===== config.mk =====
export PLATFORM = sky130hd
export DESIGN_NAME = addr_buf_dev_flat
export DESIGN_NICKNAME = d
export VERILOG_FILES = /design/src/addr_buf_pkg.sv /design/src/addr_buf_if.sv /design/src/addr_buf_dev.sv /design/src/flat_wrapper.sv
export VERILOG_INCLUDE_DIRS = /design/src
export SDC_FILE = /design/constraint.sdc
export NUM_CORES = 1
export LEC_CHECK = 0
export BUFFER_PORTS_ARGS = -buffer_cell sky130_fd_sc_hd__buf_4
export CORE_UTILIZATION = 52
export DETAILED_ROUTE_END_ITERATION = 12
export PLACE_DENSITY = 0.85
export SYNTH_ARGS = -nofsm -noshare
export SYNTH_HDL_FRONTEND = slang
export SYNTH_SLANG_ARGS = --single-unit

===== constraint.sdc =====
create_clock -name clk -period 3.1 [get_ports clk]
set_clock_uncertainty 0.1 [all_clocks]
set_input_delay 0.31 -clock clk [delete_from_list [all_inputs] [get_ports clk]]
set_output_delay 0.31 -clock clk [all_outputs]
set_load 0.1 [all_outputs]

===== src/addr_buf_regs.svh =====
`ifndef ADDR_BUF_REGS_SVH
`define ADDR_BUF_REGS_SVH

// processor address width, bits 1..16
`define CPU_ADDR_W 16
// system address width, bits 0..16
`define SYS_ADDR_W 17
// dram address width
`define DRAM_ADDR_W 8
// refresh counter width
`define RFSH_W 9
// refresh counter reset value
`define RFSH_RESET 9'h000
// dram half width
`define DRAM_HALF 8

`endif


===== src/addr_buf_pkg.sv =====
package addr_buf_pkg;
	// bus ownership decoded from the control inputs
	typedef enum logic [3:0] {
		own_cpu = 4'b0001,
		own_dma = 4'b0010,
		own_rfsh = 4'b0100,
		own_hold = 4'b1000
	} owner_type;
endpackage


===== src/addr_buf_if.sv =====
`timescale 1ns/100ps
`include "addr_buf_regs.svh"
interface addr_buf_if;
	// processor side inputs
	logic [`CPU_ADDR_W-1:0] cpu_addr;
	logic cpu_upper_byte_n;
	logic addr_latch_en;
	logic dram_row_latch_en;
	logic hold_ack;
	logic dma_addr_en_n;
	logic rfsh_cycle_n;
	logic refresh_enable_n;
	logic row_col_select;
	// system bus, three signals per pin
	logic [`SYS_ADDR_W-1:0] system_addr_in;
	logic [`SYS_ADDR_W-1:0] system_addr_out;
	logic [`SYS_ADDR_W-1:0] system_addr_oe;
	logic sys_upper_byte_n_in;
	logic sys_upper_byte_n_out;
	logic sys_upper_byte_n_oe;
	// peripheral bus
	logic [`CPU_ADDR_W-1:0] periph_addr_in;
	logic [`CPU_ADDR_W-1:0] periph_addr_out;
	logic periph_addr_oe;
	logic periph_upper_byte_n_in;
	logic periph_upper_byte_n_out;
	logic periph_upper_byte_n_oe;
	// dram side
	logic [`DRAM_ADDR_W-1:0] dram_addr;
	logic refresh_count_msb;

	// documented address buffer
	modport dev (
		input cpu_addr, cpu_upper_byte_n, addr_latch_en, dram_row_latch_en, hold_ack,
		input dma_addr_en_n, rfsh_cycle_n, refresh_enable_n, row_col_select,
		input system_addr_in, sys_upper_byte_n_in, periph_addr_in, periph_upper_byte_n_in,
		output system_addr_out, system_addr_oe, sys_upper_byte_n_out, sys_upper_byte_n_oe,
		output periph_addr_out, periph_addr_oe, periph_upper_byte_n_out,
		output periph_upper_byte_n_oe, dram_addr, refresh_count_msb
	);
	// processor and system controller
	modport ctl (
		output cpu_addr, cpu_upper_byte_n, addr_latch_en, dram_row_latch_en, hold_ack,
		output dma_addr_en_n, rfsh_cycle_n, refresh_enable_n, row_col_select,
		input dram_addr, refresh_count_msb
	);
endinterface // addr_buf_if


===== src/addr_buf_dev.sv =====
`timescale 1ns/100ps
`include "addr_buf_regs.svh"
// Functional notes
// - route cpu address to three buses
// - dram latches open while row latch high
// - row latch early in fast mode, else ale
// - sys/periph latches open while ale high
// - no ale pulse during halt cycle
// - hold_ack high means cpu released bus
// - dma enable low through whole dma access
// - refresh strobe advances refresh counter
// - refresh enable low only when refresh needed
// - row_col_select picks low or high half
// - synchronous reset clears refresh counter
// - counter msb output for large drams
// - system byte-high driven only when cpu owns
// - cpu byte-high buffered to both buses
// - system bit zero driven only in refresh
// - 17 sys, 16 periph, 8 dram lines
// - counter covers both dram sizes
// - nine-bit counter, rising strobe edge
// - falling refresh enable captures counter
// - dram mux source chosen by hold_ack
// - bus directions decoded from three controls
module addr_buf_dev
	import addr_buf_pkg::*;
(
	// clock and reset
	input wire logic clk,
	input wire logic rst,
	// link
	addr_buf_if.dev bus
);

	////////////////////////////////////////////////////////////////
	// latches are modelled as clocked enables: inputs are synchronous
	logic [`CPU_ADDR_W-1:0] sys_latch; // sys/periph address latch
	logic [`CPU_ADDR_W-1:0] dram_latch; // dram-side address latch
	logic [`RFSH_W-1:0] rfsh_count; // free refresh counter
	logic [`RFSH_W-1:0] rfsh_hold; // captured refresh address
	logic rfsh_strobe_q; // previous strobe level
	logic rfsh_en_q; // previous refresh enable level
	logic upper_latch; // latched byte-high
	owner_type owner; // decoded bus owner
	logic [`CPU_ADDR_W-1:0] cur_sys; // transparent sys path
	logic [`CPU_ADDR_W-1:0] cur_dram; // transparent dram path
	logic [`CPU_ADDR_W-1:0] mux_src; // dram mux source
	logic [`DRAM_ADDR_W-1:0] next_dram_addr; // next dram output

	////////////////////////////////////////////////////////////////
	// address latch: follows cpu while ale high, holds when low
	always_ff @(posedge clk) begin
		if (rst) begin
			sys_latch <= '0;
			upper_latch <= 1'b1;
		end else if (bus.addr_latch_en) begin
			sys_latch <= bus.cpu_addr;
			upper_latch <= bus.cpu_upper_byte_n;
		end
	end

	// while ale is high the path is transparent, else the held value
	assign cur_sys = bus.addr_latch_en ? bus.cpu_addr : sys_latch;

	// dram latch gated by the early latch enable
	always_ff @(posedge clk) begin
		if (rst) begin
			dram_latch <= '0;
		end else if (bus.dram_row_latch_en) begin
			dram_latch <= bus.cpu_addr;
		end
	end

	// transparent while row latch enable is high
	assign cur_dram = bus.dram_row_latch_en ? bus.cpu_addr : dram_latch;

	////////////////////////////////////////////////////////////////
	// edge history for the refresh strobes
	always_ff @(posedge clk) begin
		if (rst) begin
			rfsh_strobe_q <= 1'b1;
			rfsh_en_q <= 1'b1;
		end else begin
			rfsh_strobe_q <= bus.rfsh_cycle_n;
			rfsh_en_q <= bus.refresh_enable_n;
		end
	end

	// nine bits cover both dram sizes; counts on strobe rising edge
	always_ff @(posedge clk) begin
		if (rst) begin
			rfsh_count <= `RFSH_RESET;
		end else if (bus.rfsh_cycle_n && !rfsh_strobe_q) begin
			rfsh_count <= rfsh_count + 1'b1;
		end
	end

	// snapshot on falling refresh enable so the address stays put
	always_ff @(posedge clk) begin
		if (rst) begin
			rfsh_hold <= `RFSH_RESET;
		end else if (!bus.refresh_enable_n && rfsh_en_q) begin
			rfsh_hold <= rfsh_count;
		end
	end

	assign bus.refresh_count_msb = rfsh_count[`RFSH_W-1];

	////////////////////////////////////////////////////////////////
	// ownership decode; refresh beats dma if both are low
	always_comb begin
		if (!bus.hold_ack) begin
			owner = own_cpu;
		end else if (!bus.refresh_enable_n) begin
			owner = own_rfsh;
		end else if (!bus.dma_addr_en_n) begin
			owner = own_dma;
		end else begin
			owner = own_hold;
		end
	end

	////////////////////////////////////////////////////////////////
	// system bus drive; bit zero only during refresh
	always_comb begin
		bus.system_addr_out = '0;
		bus.system_addr_oe = '0;
		bus.sys_upper_byte_n_out = upper_latch;
		bus.sys_upper_byte_n_oe = 1'b0;
		case (owner)
			own_cpu: begin
				bus.system_addr_out = {cur_sys, 1'b0};
				bus.system_addr_oe = {{`CPU_ADDR_W{1'b1}}, 1'b0};
				bus.sys_upper_byte_n_out = bus.addr_latch_en ? bus.cpu_upper_byte_n
					: upper_latch;
				bus.sys_upper_byte_n_oe = 1'b1;
			end
			own_dma: begin
				bus.system_addr_out = {cur_sys, 1'b0};
				bus.system_addr_oe = {{`CPU_ADDR_W{1'b1}}, 1'b0};
			end
			own_rfsh: begin
				bus.system_addr_out = {{(`SYS_ADDR_W-`RFSH_W){1'b0}}, rfsh_hold};
				bus.system_addr_oe = '1;
			end
			own_hold: begin
				bus.system_addr_oe = '0;
			end
			default: begin
				bus.system_addr_oe = '0;
			end
		endcase
	end

	////////////////////////////////////////////////////////////////
	// peripheral bus: input during dma, else driven
	always_comb begin
		bus.periph_addr_oe = (owner != own_dma);
		bus.periph_upper_byte_n_oe = (owner != own_dma);
		if (owner == own_hold) begin
			// slot master drives system bus; pass it through
			bus.periph_addr_out = bus.system_addr_in[`CPU_ADDR_W:1];
			bus.periph_upper_byte_n_out = bus.sys_upper_byte_n_in;
		end else begin
			bus.periph_addr_out = cur_sys;
			bus.periph_upper_byte_n_out = bus.addr_latch_en ? bus.cpu_upper_byte_n
				: upper_latch;
		end
	end

	////////////////////////////////////////////////////////////////
	// dram mux source: cpu when owning, else system bus
	always_comb begin
		if (!bus.hold_ack) begin
			mux_src = cur_dram;
		end else if (owner == own_dma) begin
			mux_src = bus.system_addr_in[`CPU_ADDR_W:1];
		end else begin
			mux_src = bus.system_addr_in[`CPU_ADDR_W:1];
		end
	end

	// half select, with refresh address taking over during refresh
	always_comb begin
		if (owner == own_rfsh) begin
			next_dram_addr = bus.row_col_select ? '0
				: {rfsh_hold[0], rfsh_hold[`DRAM_ADDR_W-1:1]};
		end else if (bus.row_col_select) begin
			next_dram_addr = mux_src[`CPU_ADDR_W-1:`DRAM_HALF];
		end else begin
			next_dram_addr = mux_src[`DRAM_HALF-1:0];
		end
	end

	// registered dram output keeps the bus glitch free
	always_ff @(posedge clk) begin
		if (rst) begin
			bus.dram_addr <= '0;
		end else begin
			bus.dram_addr <= next_dram_addr;
		end
	end

endmodule // addr_buf_dev


===== src/flat_wrapper.sv =====
// flat-port wrapper written by rule: the top's interface ports become plain ports
module addr_buf_dev_flat import addr_buf_pkg::*;
  (clk, rst, bus_cpu_addr, bus_cpu_upper_byte_n, bus_addr_latch_en, bus_dram_row_latch_en, bus_hold_ack, bus_dma_addr_en_n, bus_rfsh_cycle_n, bus_refresh_enable_n, bus_row_col_select, bus_system_addr_in, bus_sys_upper_byte_n_in, bus_periph_addr_in, bus_periph_upper_byte_n_in, bus_system_addr_out, bus_system_addr_oe, bus_sys_upper_byte_n_out, bus_sys_upper_byte_n_oe, bus_periph_addr_out, bus_periph_addr_oe, bus_periph_upper_byte_n_out, bus_periph_upper_byte_n_oe, bus_dram_addr, bus_refresh_count_msb);
  addr_buf_if bus_i ();
  input wire logic clk;
  input wire logic rst;
  input wire logic [$bits(bus_i.cpu_addr)-1:0] bus_cpu_addr;
  input wire logic [$bits(bus_i.cpu_upper_byte_n)-1:0] bus_cpu_upper_byte_n;
  input wire logic [$bits(bus_i.addr_latch_en)-1:0] bus_addr_latch_en;
  input wire logic [$bits(bus_i.dram_row_latch_en)-1:0] bus_dram_row_latch_en;
  input wire logic [$bits(bus_i.hold_ack)-1:0] bus_hold_ack;
  input wire logic [$bits(bus_i.dma_addr_en_n)-1:0] bus_dma_addr_en_n;
  input wire logic [$bits(bus_i.rfsh_cycle_n)-1:0] bus_rfsh_cycle_n;
  input wire logic [$bits(bus_i.refresh_enable_n)-1:0] bus_refresh_enable_n;
  input wire logic [$bits(bus_i.row_col_select)-1:0] bus_row_col_select;
  input wire logic [$bits(bus_i.system_addr_in)-1:0] bus_system_addr_in;
  input wire logic [$bits(bus_i.sys_upper_byte_n_in)-1:0] bus_sys_upper_byte_n_in;
  input wire logic [$bits(bus_i.periph_addr_in)-1:0] bus_periph_addr_in;
  input wire logic [$bits(bus_i.periph_upper_byte_n_in)-1:0] bus_periph_upper_byte_n_in;
  output wire logic [$bits(bus_i.system_addr_out)-1:0] bus_system_addr_out;
  output wire logic [$bits(bus_i.system_addr_oe)-1:0] bus_system_addr_oe;
  output wire logic [$bits(bus_i.sys_upper_byte_n_out)-1:0] bus_sys_upper_byte_n_out;
  output wire logic [$bits(bus_i.sys_upper_byte_n_oe)-1:0] bus_sys_upper_byte_n_oe;
  output wire logic [$bits(bus_i.periph_addr_out)-1:0] bus_periph_addr_out;
  output wire logic [$bits(bus_i.periph_addr_oe)-1:0] bus_periph_addr_oe;
  output wire logic [$bits(bus_i.periph_upper_byte_n_out)-1:0] bus_periph_upper_byte_n_out;
  output wire logic [$bits(bus_i.periph_upper_byte_n_oe)-1:0] bus_periph_upper_byte_n_oe;
  output wire logic [$bits(bus_i.dram_addr)-1:0] bus_dram_addr;
  output wire logic [$bits(bus_i.refresh_count_msb)-1:0] bus_refresh_count_msb;
  assign bus_i.cpu_addr = bus_cpu_addr;
  assign bus_i.cpu_upper_byte_n = bus_cpu_upper_byte_n;
  assign bus_i.addr_latch_en = bus_addr_latch_en;
  assign bus_i.dram_row_latch_en = bus_dram_row_latch_en;
  assign bus_i.hold_ack = bus_hold_ack;
  assign bus_i.dma_addr_en_n = bus_dma_addr_en_n;
  assign bus_i.rfsh_cycle_n = bus_rfsh_cycle_n;
  assign bus_i.refresh_enable_n = bus_refresh_enable_n;
  assign bus_i.row_col_select = bus_row_col_select;
  assign bus_i.system_addr_in = bus_system_addr_in;
  assign bus_i.sys_upper_byte_n_in = bus_sys_upper_byte_n_in;
  assign bus_i.periph_addr_in = bus_periph_addr_in;
  assign bus_i.periph_upper_byte_n_in = bus_periph_upper_byte_n_in;
  assign bus_system_addr_out = bus_i.system_addr_out;
  assign bus_system_addr_oe = bus_i.system_addr_oe;
  assign bus_sys_upper_byte_n_out = bus_i.sys_upper_byte_n_out;
  assign bus_sys_upper_byte_n_oe = bus_i.sys_upper_byte_n_oe;
  assign bus_periph_addr_out = bus_i.periph_addr_out;
  assign bus_periph_addr_oe = bus_i.periph_addr_oe;
  assign bus_periph_upper_byte_n_out = bus_i.periph_upper_byte_n_out;
  assign bus_periph_upper_byte_n_oe = bus_i.periph_upper_byte_n_oe;
  assign bus_dram_addr = bus_i.dram_addr;
  assign bus_refresh_count_msb = bus_i.refresh_count_msb;
  addr_buf_dev u_core (.clk(clk), .rst(rst), .bus(bus_i));
endmodule

==> results.md <==
- GPL Wtd Cong: 0.8409
- Register clock-pin slew on the reported worst setup and hold paths: around 0.070 ns
- LEAKAGE: 1.722 nW
- Hold endpoint: u_core.rfsh_strobe_q
- Pin count of the biggest net entering global routing: 63
- Hold Violations, Final: 0
- Layout fillers: approximately 450
- CP Max Fanout: 36
- Post-synth EDFFs: 0
- Compound-cell area share of the yosys netlist: 16.74%
- MaxCap Viol Count: 0
- Unrepaired setup endpoints after global routing: no
- Setup CP Type: in2out
- WP data required: 2.69 ns
- Unique masters post-synth: 36
- Worst path arrival time: roughly 1.8 ns
- Cell Area, Synth: 3013 um^2
- Worst skew pair latency: approximately 0.35 ns
- Total power: ~0.0024 W
- Core area: 5540 um^2
- Bufs and invs on worst path: 3
- Synth Area in Adders: less than 1%
- I/O pins: approximately 130
- Global route total overflow: 0
- Vias in the first global route: roughly 2,600
- DIE HEIGHT: between 70 and 80 um
- Std cell rows: 27
- Clock sinks: 61
- Final Slew Violations: 0
- HP Start: bus_rfsh_cycle_n
- Die ar.: approximately 6100 um^2
- WHS Path Cells: 2
- DRT iter0 DRCs: between 100 and 150
- Mux share of post-synthesis cell area: between 10 and 15%
- DIE WIDTH: 78.12 um
- Sequential-to-total area share from yosys stat: between 40% and 50%
- Final nets: 501
- Total GRT Usage: a little over a quarter
- Reg-to-reg endpoint: u_core.rfsh_count[8]
- Slowest stage delay, CP: 0.39 ns
- CTS tree: built
- Post-Syn Instances: 362
- Yosys top cell by area: dfxtp_1
- Main combinational cell family by area after synthesis: simple AND/OR/NAND/NOR gates
- Maximum vdd drop: approximately 400 uV
- Remaining antenna violation count after routing: 0
- Worst R2R Setup Slack: around 1.3 ns
- # setup viols final: 0
- Slowest-stage cell, CP: buf_4
- Net Switching: ~0.0009 W
- Layout cells sized above 1: approximately a third
- Sw Ratio: 37.85%
- Worst reg2reg path depth: 4
- Clk pwr share: 33.8%
- Most frequent cell after synthesis: dfxtp_1
- WL/cell: about 15 um
- Share of the synthesized area in the top cell type: about two fifths
- H-tree levels: 3
- Share of power burned in combinational logic: a little under a third
- Slew margin rel.: 58.01%
- Post-CTS setup buffer count: 0
- Asr flop ratio synth: 0%
- CTS Hold Bufs: 0
- TritonRoute pass-1 iters: 8
- CP delay by family, top: buffers and inverters
- Largest cells by area after synthesis: dfxtp_1, mux2i_1, nor2_1
- WL final: 7992 um
- Final min period: about 2.2 ns
- Avg Cell Area, Syn: about 8.3 um^2
- Pwr/cell area: about 610 nW/um^2
- Port Buffer Count: 106
- Max Freq: 446.4 MHz
- Synth warnings: 0
- Cell mode on critical path: buf_4
- Ordered cell list for the critical path: buf_4, nand3_2, buf_4, a21oi_1, buf_4
- Synth Flop Type: dfxtp_1
- Yosys reg bits: 61
- Worst-case clock buffer depth: 2
- Final Cycle Share: between 70% and 80%
- Tightest hold margin: roughly 0.081 ns
- Starting Density: 54.38%
- Commonest cells in the synthesized netlist: dfxtp_1, nor2_1, a21oi_1
- Layout area overhead: 30.40%
- Number of buffers created by CTS: 9
- Setup crit end kind: output pin
- Fin util: a little under three quarters
- Via/cell ratio: ~5.4
- Worst r2r src: u_core.rfsh_count[0]
- Synth Area in XOR/XNOR: 0.5814%
- Post-CTS resize count: 0
- Outcome: finished, final reports clean
- First-pass GRT wire length: about 12,000 um
- Via count: about 2,800
- CP Launch Type: input port
- Clock root cell: clkbuf_8
- Least-Margin Pin Slew: 0.6298 ns
- Post-DP Area: 3704 um^2
- Min-Delay Path Class: in2reg
- Synth Area in Simple Gates: between 20% and 30%
- # diodes: 0
- Syn_nets: approximately 420
- DRC: 0
- Internal: 0.001490 W
- Initial antenna violation count: 0
- Final HPWL DP: between 5000 and 6000 um
- Sequential power share: around a third
- Final instance area: roughly 3900 um^2
## worst reg2reg max path: stages, from the launching register on
cell and delay (ns):
dfxtp_1 0.40, ha_1 0.20, nand4b_1 0.26, or4_1 0.55
a21oi_1 0.16
## power groups by stage
stage / Clock [W] / Combinational (W) / Sequential [W]
floorplan: 0 / 0.000542 / 0.000904
global placement: 0 / 0.000744 / 0.000847
detailed placement: 0 / 0.000752 / 0.000849
CTS: 0.000810 / 0.000755 / 0.000831
global route: 0.000854 / 0.000782 / 0.000834
finish: 0.000811 / 0.000756 / 0.000831
## per-stage QoR
| step | std cells | TNS, ns | setup slack [ns] |
|---|---|---|---|
| floorplan | 362 | -1.870 | -0.3539 |
| global placement | 500 | 0 | 0.9842 |
| detailed placement | 500 | 0 | 0.9282 |
| CTS | 516 | 0 | 0.9081 |
| global route | 516 | 0 | 0.7883 |
| finish | 516 | 0 | 0.8597 |
## placed cells by master (no fill, tap or decap), drive strengths merged, types with 3 or more instances in the layout
cell     count
nor2        53
or4          3
a311oi       4
o211ai       5
o31ai        4
o2bb2ai      3
nand2       29
mux2        10
dfxtp       61
nand2b      16
or3          3
buf        107
mux2i       25
inv          7
o21ai       13
a21boi       5
nor2b       19
nand3        3
a21oi       39
o21a         4
a211oi       4
clkbuf      12
## cell type report
class	instances	area, um^2	share of cell area, %
Clock inverter	4	70.07	1.783
Multi-Input combinational cell	253	1563	39.78
Sequential cell	61	1221	31.08
Inverter	7	26.28	0.6688
Clock buffer	12	155.1	3.949
Tap cell	72	90.09	2.293
Timing Repair Buffer	107	803.3	20.45
## metal layers
| metal | track usage (%) | wire length (um) | share of wire (%) | vias up |
|---|---|---|---|---|
| met2 | 43.68 | 4032 | 50 | 83 |
| li1 | - | - | - | 1370 |
| met1 | 32.95 | 3456 | 43 | 1320 |
| met5 | 0 | 0 | 0 | - |
| met4 | 11.30 | 105 | 1.3 | 0 |
| met3 | 4.070 | 397 | 5.0 | 10 |
## how the worst max path moves through the flow
stage | from | to | slack (ns) | cells after the start
global placement | bus_hold_ack | bus_periph_addr_out[10] | 0.98 | 5
detailed placement | bus_hold_ack | bus_periph_addr_out[10] | 0.93 | 5
global route | bus_hold_ack | bus_periph_addr_out[15] | 0.79 | 5
floorplan | bus_refresh_enable_n | bus_system_addr_out[4] | -0.35 | 5
finish | bus_hold_ack | bus_periph_addr_out[10] | 0.86 | 5
CTS | bus_hold_ack | bus_periph_addr_out[10] | 0.91 | 5
## logic make-up after synthesis
group                    count (synthesis)
AND/OR/NAND/NOR                        132
AO/OA/AOI/OAI                           83
buffers and inverters                   48
XOR/XNOR                                 2
multiplexers                            35
flip-flops                              61
adder cells (fa/ha/maj)                  1
## flip-flops by register name (all words and copies together) (netlist names)
name / count
u_core.bus.dram_addr: 8
u_core.sys_latch: 16
u_core.rfsh_hold: 9
u_core.rfsh_count: 9
u_core.upper_latch: 1
u_core.rfsh_en_q: 1
u_core.dram_latch: 16
u_core.rfsh_strobe_q: 1
(Power assumes the default switching activity.)
